$ cat src/include/ddac_pkg.sv
// Purpose: shared constants for the dual converter control registers
// Assumes: apb slave, 32-bit data, byte-addressed word registers
// Notes: printed offsets other than 0xA0 are not multiples of four, so they are indices
package ddac_pkg;
    // register indices as printed; byte address is four times the index
    localparam logic [7:0] DDAC_IDX_LVL1 = 8'h7D;
    localparam logic [7:0] DDAC_IDX_RSV1 = 8'h7E;
    localparam logic [7:0] DDAC_IDX_CTL1 = 8'h7F;
    localparam logic [7:0] DDAC_IDX_LVL2 = 8'hA0;
    localparam logic [7:0] DDAC_IDX_RSV2 = 8'hA1;
    localparam logic [7:0] DDAC_IDX_CTL2 = 8'hA2;
    localparam logic [1:0] DDAC_WORD_SHIFT = 2'd2;
    // control field positions
    localparam int DDAC_EN_BIT = 7;
    localparam int DDAC_OE_HI = 5;
    localparam int DDAC_OE_LO = 4;
    localparam int DDAC_PSS_HI = 3;
    localparam int DDAC_PSS_LO = 2;
    localparam int DDAC_NSS_BIT = 0;
    // writable masks
    localparam logic [7:0] DDAC_CTL1_MASK = 8'hBD;
    localparam logic [7:0] DDAC_CTL2_MASK = 8'h8D;
    // reset values
    localparam logic [7:0] DDAC_CTL_RST = 8'h00;
    localparam logic [7:0] DDAC_LVL_RST = 8'h00;
    // output pin select codes
    localparam logic [1:0] DDAC_OE_PIN_ZERO = 2'b01;
    localparam logic [1:0] DDAC_OE_PIN_TWO = 2'b10;
    // positive reference codes
    localparam logic [1:0] DDAC_PSS_SUPPLY = 2'b00;
    localparam logic [1:0] DDAC_PSS_EXT = 2'b01;
    localparam logic [1:0] DDAC_PSS_FIXED = 2'b10;
endpackage

$ cat src/design/ddac_channel.sv
// Purpose: one converter instance: control and level registers, analog-side outputs
// Assumes: write strobe already decoded by the bus slave
// Notes: pin selector exists only when has_pins is set
`timescale 1ns/1ps
module ddac_channel
    import ddac_pkg::*;
#(
    parameter bit has_pins = 1'b1
) (
    input wire logic clk_sys,
    input wire logic sys_rst,
    input wire logic wr_ctl,
    input wire logic wr_lvl,
    input wire logic [7:0] wdata,
    output logic [7:0] ctl,
    output logic [7:0] lvl,
    output logic enable,
    output logic pin_zero_en,
    output logic pin_two_en,
    output logic [1:0] pos_ref_sel,
    output logic neg_ref_sel,
    output logic [7:0] level_code
);
    localparam logic [7:0] ctl_mask = has_pins ? DDAC_CTL1_MASK : DDAC_CTL2_MASK;
    logic [1:0] oe;

    // only reset clears; a sleep wake has no port here, so state survives
    always_ff @(posedge clk_sys) begin
        if (sys_rst) begin
            ctl <= DDAC_CTL_RST;
        end else if (wr_ctl) begin
            ctl <= wdata & ctl_mask;
        end
    end

    always_ff @(posedge clk_sys) begin
        if (sys_rst) begin
            lvl <= DDAC_LVL_RST;
        end else if (wr_lvl) begin
            lvl <= wdata;
        end
    end

    assign oe = ctl[DDAC_OE_HI:DDAC_OE_LO];

    // analog-side outputs registered, so new values show one cycle after the write edge
    always_ff @(posedge clk_sys) begin
        if (sys_rst) begin
            enable <= 1'b0;
            pin_zero_en <= 1'b0;
            pin_two_en <= 1'b0;
            pos_ref_sel <= DDAC_PSS_SUPPLY;
            neg_ref_sel <= 1'b0;
            level_code <= DDAC_LVL_RST;
        end else begin
            enable <= ctl[DDAC_EN_BIT];
            // pins need the instance enabled; codes 00 and 11 drive no pin
            pin_zero_en <= has_pins && ctl[DDAC_EN_BIT] && (oe == DDAC_OE_PIN_ZERO);
            pin_two_en <= has_pins && ctl[DDAC_EN_BIT] && (oe == DDAC_OE_PIN_TWO);
            pos_ref_sel <= ctl[DDAC_PSS_HI:DDAC_PSS_LO];
            neg_ref_sel <= ctl[DDAC_NSS_BIT];
            level_code <= lvl;
        end
    end

    property p_one_hot;
        @(posedge clk_sys) disable iff (sys_rst)
        !(pin_zero_en && pin_two_en);
    endproperty
    a_one_hot: assert property (p_one_hot) else $error("both pins driven");

    property p_level_follow;
        @(posedge clk_sys) disable iff (sys_rst)
        wr_lvl |=> ##1 (level_code == $past(wdata, 2));
    endproperty
    a_level_follow: assert property (p_level_follow) else $error("level not presented");

    property p_enable_follow;
        @(posedge clk_sys) disable iff (sys_rst)
        wr_ctl |=> ##1 (enable == $past(wdata[DDAC_EN_BIT], 2));
    endproperty
    a_enable_follow: assert property (p_enable_follow) else $error("enable mismatch");

    property p_unimpl_zero;
        @(posedge clk_sys) disable iff (sys_rst)
        (ctl & ~ctl_mask) == 8'h00;
    endproperty
    a_unimpl_zero: assert property (p_unimpl_zero) else $error("unimplemented bit set");

    property p_pin_zero;
        @(posedge clk_sys) disable iff (sys_rst)
        pin_zero_en |-> ($past(oe) == DDAC_OE_PIN_ZERO) && $past(ctl[DDAC_EN_BIT]);
    endproperty
    a_pin_zero: assert property (p_pin_zero) else $error("pin zero without code");

    property p_no_pins2;
        @(posedge clk_sys) disable iff (sys_rst)
        !has_pins |-> !pin_zero_en && !pin_two_en;
    endproperty
    a_no_pins2: assert property (p_no_pins2) else $error("second instance drove a pin");

    property p_pss_follow;
        @(posedge clk_sys) disable iff (sys_rst)
        wr_ctl |=> ##1 (pos_ref_sel == $past(wdata[DDAC_PSS_HI:DDAC_PSS_LO], 2));
    endproperty
    a_pss_follow: assert property (p_pss_follow) else $error("reference select mismatch");

    property p_nss_follow;
        @(posedge clk_sys) disable iff (sys_rst)
        wr_ctl |=> ##1 (neg_ref_sel == $past(wdata[DDAC_NSS_BIT], 2));
    endproperty
    a_nss_follow: assert property (p_nss_follow) else $error("negative select mismatch");
endmodule // ddac_channel

$ cat src/design/ddac_top.sv
// Purpose: apb register slave for two converter instances
// Assumes: single clock, synchronous active-high reset
// Notes: zero-wait answers; unmapped addresses read zero with pslverr
// Summary of operation
// - an instance runs only while its control bit 7 is set
// - first instance bits 5:4: 10 pin two, 01 pin zero, else none
// - bits 3:2 pick positive reference: supply, external pin, fixed buffer
// - bit 0 picks negative reference: 1 external pin, 0 ground
// - each instance holds a read-write 8-bit level code, reset zero
// - second instance has no pin selector; feeds only internal blocks
// - first instance control at 0x7F, level at 0x7D, 0x7E reserved
// - second instance level at 0xA0, control at 0xA2, 0xA1 reserved
// - reset disables instances, removes pin drive, clears level codes
// - wake from sleep leaves control and level registers unchanged
// - at most one output pin enabled at any time
//
// Decided for this implementation: the APB interface to the registers.
`timescale 1ns/1ps
module ddac_top
    import ddac_pkg::*;
(
    input wire logic clk_sys,
    input wire logic sys_rst,
    input wire logic psel,
    input wire logic penable,
    input wire logic pwrite,
    input wire logic [11:0] paddr,
    input wire logic [31:0] pwdata,
    input wire logic [3:0] pstrb,
    output logic [31:0] prdata,
    output logic pready,
    output logic pslverr,
    output logic conv1_enable,
    output logic port_a_pin_zero_en,
    output logic port_a_pin_two_en,
    output logic [1:0] conv1_positive_reference_select,
    output logic conv1_negative_reference_select,
    output logic [7:0] conv1_level_code,
    output logic conv2_enable,
    output logic [1:0] conv2_positive_reference_select,
    output logic conv2_negative_reference_select,
    output logic [7:0] conv2_level_code
);
    logic [7:0] ctl1;
    logic [7:0] lvl1;
    logic [7:0] ctl2;
    logic [7:0] lvl2;
    logic [9:0] word_idx;
    logic setup;
    logic wr_byte;
    logic hit;
    logic [7:0] rd_val;

    // byte address to register index
    function automatic logic is_idx(input logic [9:0] w, input logic [7:0] idx);
        return w == {2'b00, idx};
    endfunction

    assign word_idx = paddr[11:DDAC_WORD_SHIFT];
    // answer in the access cycle's first edge; commit there too
    assign setup = psel && !penable;
    assign wr_byte = psel && penable && pwrite && pstrb[0];

    always_comb begin
        hit = 1'b1;
        rd_val = 8'h00;
        if (is_idx(word_idx, DDAC_IDX_LVL1)) begin
            rd_val = lvl1;
        end else if (is_idx(word_idx, DDAC_IDX_CTL1)) begin
            rd_val = ctl1;
        end else if (is_idx(word_idx, DDAC_IDX_LVL2)) begin
            rd_val = lvl2;
        end else if (is_idx(word_idx, DDAC_IDX_CTL2)) begin
            rd_val = ctl2;
        end else if (is_idx(word_idx, DDAC_IDX_RSV1) || is_idx(word_idx, DDAC_IDX_RSV2)) begin
            rd_val = 8'h00; // reserved: reads zero, no error
        end else begin
            hit = 1'b0;
        end
    end

    // pready rises one edge after setup, giving one-wait-free access phase
    always_ff @(posedge clk_sys) begin
        if (sys_rst) begin
            pready <= 1'b0;
            pslverr <= 1'b0;
            prdata <= 32'h0000_0000;
        end else begin
            pready <= setup;
            pslverr <= setup && !hit;
            prdata <= (setup && !pwrite) ? {24'h00_0000, rd_val} : 32'h0000_0000;
        end
    end

    // pready is high only in the access cycle, so the commit is that one edge
    ddac_channel #(.has_pins(1'b1)) u_conv1 (
        .clk_sys(clk_sys),
        .sys_rst(sys_rst),
        .wr_ctl(wr_byte && pready && is_idx(word_idx, DDAC_IDX_CTL1)),
        .wr_lvl(wr_byte && pready && is_idx(word_idx, DDAC_IDX_LVL1)),
        .wdata(pwdata[7:0]),
        .ctl(ctl1),
        .lvl(lvl1),
        .enable(conv1_enable),
        .pin_zero_en(port_a_pin_zero_en),
        .pin_two_en(port_a_pin_two_en),
        .pos_ref_sel(conv1_positive_reference_select),
        .neg_ref_sel(conv1_negative_reference_select),
        .level_code(conv1_level_code)
    );

    // no pin outputs exist for the second instance
    ddac_channel #(.has_pins(1'b0)) u_conv2 (
        .clk_sys(clk_sys),
        .sys_rst(sys_rst),
        .wr_ctl(wr_byte && pready && is_idx(word_idx, DDAC_IDX_CTL2)),
        .wr_lvl(wr_byte && pready && is_idx(word_idx, DDAC_IDX_LVL2)),
        .wdata(pwdata[7:0]),
        .ctl(ctl2),
        .lvl(lvl2),
        .enable(conv2_enable),
        .pin_zero_en(),
        .pin_two_en(),
        .pos_ref_sel(conv2_positive_reference_select),
        .neg_ref_sel(conv2_negative_reference_select),
        .level_code(conv2_level_code)
    );

    // code 11 is stored as written; the analog side treats it as undefined

    property p_ready_one;
        @(posedge clk_sys) disable iff (sys_rst)
        (psel && !penable) |=> pready;
    endproperty
    a_ready_one: assert property (p_ready_one) else $error("no answer after setup");

    property p_reset_clear;
        @(posedge clk_sys)
        sys_rst |=> ##1 (conv1_level_code == 8'h00 && !port_a_pin_two_en && !conv2_enable);
    endproperty
    a_reset_clear: assert property (p_reset_clear) else $error("reset did not clear");

    property p_ctl1_read;
        @(posedge clk_sys) disable iff (sys_rst)
        (setup && !pwrite && is_idx(word_idx, DDAC_IDX_CTL1)) |=> prdata[7:0] == ctl1;
    endproperty
    a_ctl1_read: assert property (p_ctl1_read) else $error("control read mismatch");

    property p_rsv_read;
        @(posedge clk_sys) disable iff (sys_rst)
        (setup && !pwrite && is_idx(word_idx, DDAC_IDX_RSV2)) |=> prdata == 32'h0 && !pslverr;
    endproperty
    a_rsv_read: assert property (p_rsv_read) else $error("reserved read nonzero");

    property p_idle_hold;
        @(posedge clk_sys) disable iff (sys_rst)
        !psel |=> $stable(ctl1) && $stable(lvl2);
    endproperty
    a_idle_hold: assert property (p_idle_hold) else $error("register changed without write");
endmodule // ddac_top

$ cat config.mk
export PLATFORM = sky130hd
export DESIGN_NAME = ddac_top
export DESIGN_NICKNAME = d
export VERILOG_FILES = /design/src/include/ddac_pkg.sv /design/src/design/ddac_channel.sv /design/src/design/ddac_top.sv
export SDC_FILE = /design/constraint.sdc
export NUM_CORES = 1
export LEC_CHECK = 0
export BUFFER_PORTS_ARGS = -buffer_cell sky130_fd_sc_hd__buf_2
export CORE_UTILIZATION = 35
export DETAILED_ROUTE_END_ITERATION = 6
export PLACE_DENSITY = 0.61
export REMOVE_ABC_BUFFERS = 1
export SLEW_MARGIN = 20
export SYNTH_ARGS = -nofsm -noshare
export SYNTH_HDL_FRONTEND = slang
export SYNTH_SLANG_ARGS = --single-unit
$ cat constraint.sdc
create_clock -name clk_sys -period 4 [get_ports clk_sys]
set_clock_uncertainty 0.05 [all_clocks]
set_input_delay 0.8 -clock clk_sys [delete_from_list [all_inputs] [get_ports clk_sys]]
set_output_delay 0.8 -clock clk_sys [all_outputs]
set_load 0.005 [all_outputs]
==> results.sh, run 1 <==
export IMPL_synth_top_area_frac=0.524
export IMPL_path_max_fanout=25
export IMPL_io_buffers=59
export IMPL_synth_area_leaders="dfxtp_1, buf_4, nor2b_1"
export IMPL_relSlewSlack=0.647
export IMPL_dp_hpwl_um=3370
export IMPL_clk_path_buf_depth=2
export IMPL_die_w_um=84.2
export IMPL_root_buffer="clkbuf_8"
export IMPL_cts_hold_buffers=0
export IMPL_crit_type="primary input to flop"
export IMPL_ant_nets=0
export IMPL_required_ns=4.16
export IMPL_grt_pass1_vias=1619
export IMPL_yosys_area_top_type="dfxtp_1"
export IMPL_ys_seq_area_frac=0.524
export IMPL_placed_area_mm2=0.00262
export IMPL_fmax_mhz=486
export IMPL_ios=113
export IMPL_route_detailed_drc=8
export IMPL_rr_endpoint="u_conv1.ctl[4]$_SDFFE_PP0P_"
export IMPL_grt_pass1_wl_um=7890
export IMPL_multi_input_area_um2=981
export IMPL_synth_edff_count=0
export IMPL_leakagePower_uw=0.00128
export IMPL_timing_setup_tns_ns=0
export IMPL_rsz0062_at_grt="no"
export IMPL_avgSynthCellArea_um2=9.66
export IMPL_critPathTopFamily="simple AND/OR/NAND/NOR gates"
export IMPL_cts_htree_levels=3
export IMPL_hold_viol_final=0
export IMPL_cts_repair_resized=0
export IMPL_grt_antenna_before_repair=0
export IMPL_cts_buffers=9
export IMPL_vias=1769
export IMPL_maxCapViolCount=0
export IMPL_drive_gt1_frac=0.268
export IMPL_vias_per_cell=4.57
export IMPL_start_util=0.369
export IMPL_min_from="u_conv1.ctl[3]$_SDFFE_PP0P_"
export IMPL_violations="DRC"
export IMPL_hold_end="u_conv1.pos_ref_sel[1]$_SDFF_PP0_"
export IMPL_wl_per_cell_um=13.1
export IMPL_rrSetupSlack_ns=2.33
export IMPL_die_area_mm2=0.00710
export IMPL_grt_max_degree=27
export IMPL_fin_crit_sh=0.515
export IMPL_drt_iter0_drc=98
export IMPL_place_gp_congestion=0.810
export IMPL_status="complete, but fails checks"
export IMPL_cp_arrival_ns=2.22
export IMPL_peakVddDrop_uv=158
export IMPL_grt_ovfl_total=0
export IMPL_die_height_um=84.2
export IMPL_cp_depth=5
export IMPL_regToRegStartpoint="pready$_SDFF_PP0_"
export IMPL_post_cts_buffers=0
export IMPL_syn_to_final_growth_pct=18.2
export IMPL_n_fill_cell=656
export IMPL_pwr_density_cell_mw_per_mm2=424
export IMPL_netlist_instances=245
export IMPL_critPathMaxStageDelay_ns=0.44
export IMPL_rows=29
export IMPL_ys_warnings_count=0
export IMPL_stdcell_area_mm2=0.00280
export IMPL_clock_latency_ns=0.34
export IMPL_routed_wl_um=5090
export IMPL_yosysUniqueCellTypes=32
export IMPL_core_area_mm2=0.00642
export IMPL_cts_sinks=62
export IMPL_critPathSlowestCell="nand4_1"
export IMPL_worstMarginPinSlew_ns=0.528
export IMPL_reg2reg_depth=4
export IMPL_dr_pass1_iters=6
export IMPL_setup_violations=0
export IMPL_critPathBufInv=1
export IMPL_endpoint_kind="flop"
export IMPL_hold_depth=1
export IMPL_slew_violations=0
export IMPL_final_nets=358
export IMPL_regArea_mm2=0.00124
export IMPL_async_flop_share=0
export IMPL_path_clk_slew_ns=0.06
export IMPL_num_antenna_cells=0
export IMPL_syn_cell_area_mm2=0.00237
export IMPL_ys_ff_latch=62
export IMPL_synth_flop_cell="dfxtp_1"
export IMPL_min_path_type="flop to flop"
export IMPL_fin_crit_ns=2.06
export IMPL_path_cells="buf_2 > and4b_1 > nand4_1 > nand3_1 > o21ai_0"
export IMPL_cts_tree="built"
export IMPL_track_usage=0.151
export IMPL_start_kind="primary input"
## routing by layer
layer	wire, µm	track usage
met1	2360	0.195
met2	2280	0.222
met3	344	0.0482
met4	104	0.0846
met5	0	0
## worst max path at each step
stage          startpoint                     endpoint
2_1_floorplan   paddr[10]  u_conv1.lvl[0]$_SDFFE_PP0P_
3_3_place_gp     paddr[3]  u_conv1.ctl[5]$_SDFFE_PP0P_
3_5_place_dp     paddr[3]  u_conv1.ctl[4]$_SDFFE_PP0P_
4_1_cts          paddr[3]  u_conv1.ctl[4]$_SDFFE_PP0P_
5_1_grt          paddr[3]  u_conv1.ctl[5]$_SDFFE_PP0P_
6_report         paddr[3]  u_conv1.ctl[4]$_SDFFE_PP0P_
## cells in the mapped netlist (4+ instances only)
cell type,count
clkbuf_1,4
o21ai_1,14
o21ai_0,12
mux2_2,4
nand2_1,35
a22oi_1,8
nor3_1,14
nand2b_1,7
nor2b_1,27
dfxtp_1,62
buf_4,25
nand3_1,4
## cell families (layout without fill, tap and decap cells)
| family | count (synthesis) | count (layout) | synth area share |
|---|---|---|---|
| simple gates | 109 | 109 | 0.273 |
| buf+inv | 34 | 76 | 0.0978 |
| compound gates | 35 | 35 | 0.0840 |
| other cells | 1 | 24 | 0.00158 |
| mux | 4 | 4 | 0.0190 |
| flops | 62 | 62 | 0.524 |
## placed cells by master (no fill, tap or decap)
| cell type | n |
|---|---|
| dfxtp_1 | 62 |
| buf_2 | 59 |
| nand2_1 | 35 |
| nor2b_1 | 27 |
| conb_1 | 24 |
| o21ai_1 | 14 |
| nor3_1 | 14 |
| o21ai_0 | 12 |
| clkbuf_8 | 9 |
| a22oi_1 | 8 |
| nand2b_1 | 7 |
| nand3_1 | 4 |
| mux2_2 | 4 |
| clkinv_2 | 4 |
| and3_1 | 3 |
| nand4_1 | 3 |
| and4b_1 | 3 |
| nor4bb_1 | 2 |
| and3b_1 | 2 |
| clkbuf_1 | 2 |
| and4bb_2 | 1 |
| and4_1 | 1 |
| nand4b_4 | 1 |
| clkinv_1 | 1 |
| nor4b_2 | 1 |
| nor3_2 | 1 |
| nor3b_2 | 1 |
| or3b_1 | 1 |
| nor2_1 | 1 |
| nand4_2 | 1 |
| a221oi_1 | 1 |
| bufinv_16 | 1 |
## metrics by stage
stage | std cells | hold slack [ns] | power [µW] | worst slack [ns] | utilization
after floorplan | 235 | 0.404 | 652 | 2.15 | -
after global placement | 371 | 0.421 | 680 | 1.58 | 0.408
after detailed placement | 371 | 0.423 | 680 | 1.56 | 0.408
after CTS | 387 | 0.431 | 1200 | 1.92 | 0.436
after global routing | 387 | 0.444 | 1230 | 1.80 | 0.436
final | 387 | 0.430 | 1190 | 1.94 | 0.436
## where the power goes
part	switching [µW]	internal [µW]
clock network	237	284
logic	32.7	16.0
registers	0.239	618
## flip-flops by register name (all words and copies together) (netlist names), 2 cells and up
name and count:
u_conv1.pos_ref_sel 2, u_conv2.lvl 8, u_conv1.lvl 8, u_conv1.ctl 6, u_conv2.level_code 8, u_conv1.level_code 8
u_conv2.pos_ref_sel 2, u_conv2.ctl 4, prdata 8
## worst reg2reg max path, delay by kind of cell (launching register included)
kind	cells	cell delay (ns)
DFF	1	0.32
and+or+nand+nor	3	1.09
AOI/OAI and AO/OA	1	0.09
## area by class of cell
type,count,share of cell area
clock inverter,5,0.0179
multi-input combinational,172,0.350
timing repair buffer,59,0.105
inverter,1,0.00134
sequential,62,0.443
tap,77,0.0344
clock buffer,11,0.0469
Note: power is estimated with default switching activity, not from simulation.
==> run 2: changes to the inputs <==
- clock period: 4 -> 2.12 ns (I/O delays scaled with it)
==> results.sh, run 2 (synthesized netlist as in run 1, its figures left out) <==
export IMPL_clk_path_buf_depth=2
export IMPL_maxCapViolCount=0
export IMPL_start_util=0.369
export IMPL_final_common_cell="dfxtp_1"
export IMPL_vias_per_cell=4.64
export IMPL_die_w_um=84.2
export IMPL_leakagePower_uw=0.00134
export IMPL_fin_crit_sh=0.740
export IMPL_stdcell_area_mm2=0.00291
export IMPL_rrSetupSlack_ns=0.62
export IMPL_vias=1841
export IMPL_fmax_mhz=637
export IMPL_crit_type="primary input to flop"
export IMPL_path_clk_slew_ns=0.07
export IMPL_routed_wl_um=5130
export IMPL_violations="DRC"
export IMPL_slew_violations=0
export IMPL_endpoint_kind="flop"
export IMPL_grt_antenna_before_repair=0
export IMPL_place_gp_congestion=0.817
export IMPL_setup_slack_ns=0.550
export IMPL_place_ws_ns=0.202
export IMPL_rows=29
export IMPL_min_from="penable"
export IMPL_reg2reg_depth=4
export IMPL_n_fill_cell=645
export IMPL_grt_pass1_wl_um=7540
export IMPL_placed_area_mm2=0.00269
export IMPL_drt_iter0_drc=95
export IMPL_hold_depth=2
export IMPL_die_height_um=84.2
export IMPL_ant_nets=0
export IMPL_die_area_mm2=0.00710
export IMPL_drive_gt1_frac=0.297
export IMPL_dr_pass1_iters=6
export IMPL_path_max_fanout=6
export IMPL_hold_viol_final=0
export IMPL_timing_setup_tns_ns=0
export IMPL_pwr_density_cell_mw_per_mm2=820
export IMPL_track_usage=0.145
export IMPL_cts_hold_buffers=0
export IMPL_min_path_type="primary input to flop"
export IMPL_root_buffer="clkbuf_8"
export IMPL_cts_buffers=9
export IMPL_fin_crit_ns=1.57
export IMPL_final_nets=368
export IMPL_cp_arrival_ns=1.77
export IMPL_dp_hpwl_um=3590
export IMPL_cts_tree="built"
export IMPL_post_cts_buffers=0
export IMPL_io_buffers=59
export IMPL_core_area_mm2=0.00642
export IMPL_regToRegStartpoint="pready$_SDFF_PP0_"
export IMPL_grt_ovfl_total=0
export IMPL_start_kind="primary input"
export IMPL_status="complete, but fails checks"
export IMPL_cts_repair_resized=0
export IMPL_wl_per_cell_um=12.9
export IMPL_syn_to_final_growth_pct=23.0
export IMPL_grt_pass1_vias=1515
export IMPL_rr_endpoint="u_conv1.lvl[1]$_SDFFE_PP0P_"
export IMPL_clock_latency_ns=0.34
export IMPL_cts_sinks=62
export IMPL_required_ns=2.32
export IMPL_final_util=0.453
export IMPL_route_detailed_drc=8
export IMPL_rsz0062_at_grt="no"
export IMPL_grt_max_degree=25
export IMPL_cts_htree_levels=3
export IMPL_hold_end="pready$_SDFF_PP0_"
export IMPL_setup_violations=0
export IMPL_ios=113
export IMPL_num_antenna_cells=0
export IMPL_final_cell_mix="dfxtp_1, buf_2, nand2_1"
export IMPL_peakVddDrop_uv=339
run 2: cell types whose count changed in the layout (fill, tap and decap cells not counted), sizes merged:
cell	previous run	this run
clkinv	5	3
clkbuf	11	13
buf	59	69
run 2: area by class of cell:
cell class / count / area, µm² / area share
Sequential cell: 62 / 1240 / 0.426
Multi-Input combinational cell: 172 / 981 / 0.337
Timing Repair Buffer: 69 / 370 / 0.127
Clock buffer: 13 / 179 / 0.0615
Tap cell: 77 / 96.3 / 0.0331
Clock inverter: 3 / 40.0 / 0.0138
Inverter: 1 / 3.75 / 0.00129
run 2: critical path: stages:
cell,delay (ns)
buf_2,0.12
nor4b_2,0.43
and3_1,0.42
a22oi_1,0.14
nor3_1,0.23
run 2: where the power goes:
part,internal [µW],switching (µW)
sequential,1170,0.484
clock,667,456
combinational,36.4,62.4
run 2: routing by layer:
layer	share of wire	track usage	wire length [µm]
met1	0.45	0.174	2320
met2	0.46	0.231	2350
met3	0.071	0.0482	365
met4	0.019	0.0752	95
met5	0	0	0
run 2: through the flow:
step                std cells  power (µW)  hold WS, ns
finish                    397        2390        0.218
global route              397        2450        0.216
CTS                       397        2410        0.201
detailed placement        381        1290        0.422
global placement          381        1290        0.420
floorplan                 235        1230        0.404
run 2: how the worst max path moves through the flow:
stage                             endpoint       from  slack, ns
4_1_cts               prdata[0]$_SDFF_PP0_   paddr[2]       0.57
3_5_place_dp          prdata[0]$_SDFF_PP0_   paddr[2]       0.20
3_3_place_gp          prdata[7]$_SDFF_PP0_   paddr[2]       0.21
2_1_floorplan  u_conv1.lvl[0]$_SDFFE_PP0P_  paddr[10]       0.64
6_report              prdata[0]$_SDFF_PP0_   paddr[2]       0.55
5_1_grt               prdata[3]$_SDFF_PP0_   paddr[2]       0.45
==> run 3: changes to the inputs <==
- PLACE_DENSITY: 0.61 -> 0.64
- clock period: 2.12 -> 1.3 ns (I/O delays scaled with it)
==> results.sh, run 3 (synthesized netlist as in run 1, its figures left out) <==
export IMPL_status="complete, but fails checks"
export IMPL_violations="DRC"
export IMPL_whs_ns=0.131
export IMPL_drive_gt1_frac=0.352
export IMPL_core_area_mm2=0.00642
export IMPL_track_usage=0.160
export IMPL_grt_pass1_vias=1805
export IMPL_fin_crit_ns=1.23
export IMPL_setup_violations=0
export IMPL_place_gp_congestion=0.818
export IMPL_place_ws_ns=-0.304
export IMPL_vias=1930
export IMPL_seqPwrFrac=0.473
export IMPL_clkPwrFrac=0.479
export IMPL_hold_viol_final=0
export IMPL_root_buffer="clkbuf_8"
export IMPL_cts_sinks=62
export IMPL_clk_path_buf_depth=2
export IMPL_route_detailed_drc=6
export IMPL_vias_per_cell=4.62
export IMPL_final_common_cell="dfxtp_1"
export IMPL_num_antenna_cells=0
export IMPL_rsz0062_at_grt="no"
export IMPL_maxCapViolCount=0
export IMPL_wl_per_cell_um=12.7
export IMPL_pwr_density_cell_mw_per_mm2=1300
export IMPL_start_util=0.369
export IMPL_path_clk_slew_ns=0.07
export IMPL_cts_buffers=9
export IMPL_fmax_mhz=813
export IMPL_p_int_uw=3170
export IMPL_syn_to_final_growth_pct=31.2
export IMPL_path_max_fanout=6
export IMPL_cts_htree_levels=3
export IMPL_stdcell_area_mm2=0.00311
export IMPL_grt_max_degree=19
export IMPL_start_kind="flop"
export IMPL_dr_pass1_iters=6
export IMPL_fin_crit_sh=0.947
export IMPL_cts_tree="built"
export IMPL_routed_wl_um=5310
export IMPL_die_height_um=84.2
export IMPL_swShare=0.213
export IMPL_die_area_mm2=0.00710
export IMPL_dp_hpwl_um=3820
export IMPL_ios=113
export IMPL_setup_slack_ns=0.0695
export IMPL_leakagePower_uw=0.00145
export IMPL_peakVddDrop_uv=506
export IMPL_cp_arrival_ns=1.40
export IMPL_final_cell_mix="dfxtp_1, buf_2, nand2_1"
export IMPL_die_w_um=84.2
export IMPL_final_util=0.484
export IMPL_grt_antenna_before_repair=0
export IMPL_grt_ovfl_total=0
export IMPL_pwr_share_comb=0.048
export IMPL_power_switching_uw=857
export IMPL_slew_violations=0
export IMPL_crit_type="flop to flop"
export IMPL_rows=29
export IMPL_drt_iter0_drc=77
export IMPL_io_buffers=59
export IMPL_min_path_type="primary input to flop"
export IMPL_grt_pass1_wl_um=8630
export IMPL_ant_nets=0
export IMPL_placed_area_mm2=0.00285
export IMPL_required_ns=1.47
export IMPL_clock_latency_ns=0.34
export IMPL_final_nets=389
export IMPL_endpoint_kind="flop"
-- run 3: power by group through the flow --
stage	Sequential (µW)	Clock, µW	Combinational, µW
floorplan	1950	0	62.0
global placement	1950	0	184
detailed placement	1950	0	187
CTS	1900	1960	188
global route	1900	2050	216
finish	1900	1930	194
-- run 3: cell type report --
| class | instances | area, µm² |
|---|---|---|
| fillers | 635 | 3320 |
| flip-flops and latches | 62 | 1240 |
| multi-input cells | 172 | 1000 |
| repair buffers | 90 | 528 |
| clock buffers | 11 | 151 |
| well taps | 77 | 96.3 |
| clock inverters | 5 | 81.3 |
| inverters | 1 | 3.75 |
-- run 3: metrics by stage --
stage               cells  TNS, ns  power (µW)
finish                418        0        4020
global route          418        0        4170
CTS                   418        0        4050
detailed placement    402    -5.89        2130
global placement      402    -5.06        2130
floorplan             235   -0.203        2010
-- run 3: metal layers --
metal | vias up | part of all wire | global-route usage
li1 | 975 | - | -
met1 | 870 | 0.45 | 0.200
met2 | 72 | 0.47 | 0.256
met3 | 13 | 0.056 | 0.0423
met4 | 0 | 0.019 | 0.0768
met5 | - | 0 | 0
-- run 3: worst paths after layout --
path | start | endpoint | slack, ns | cells past startpoint
min | pwdata[6] | u_conv1.lvl[6]$_SDFFE_PP0P_ | 0.13 | 3
max reg2reg | pready$_SDFF_PP0_ | u_conv1.ctl[5]$_SDFFE_PP0P_ | 0.07 | 5
max | pready$_SDFF_PP0_ | u_conv1.ctl[5]$_SDFFE_PP0P_ | 0.07 | 5
min reg2reg | u_conv2.lvl[2]$_SDFFE_PP0P_ | u_conv2.level_code[2]$_SDFF_PP0_ | 0.43 | 1
-- run 3: timing repair --
item,in CTS,in global routing
pin swaps,0,1
hold buffers,0,0
gates resized for setup,1,5
cloned,0,0
endpoints found under the setup margin,4,18
setup buffers,0,0
-- run 3: worst max-delay path, cell delays in order (launching register included) --
cell	delay (ns)
dfxtp_1	0.33
and4_4	0.27
nand4_1	0.12
buf_4	0.18
nand3_1	0.07
o21ai_0	0.10
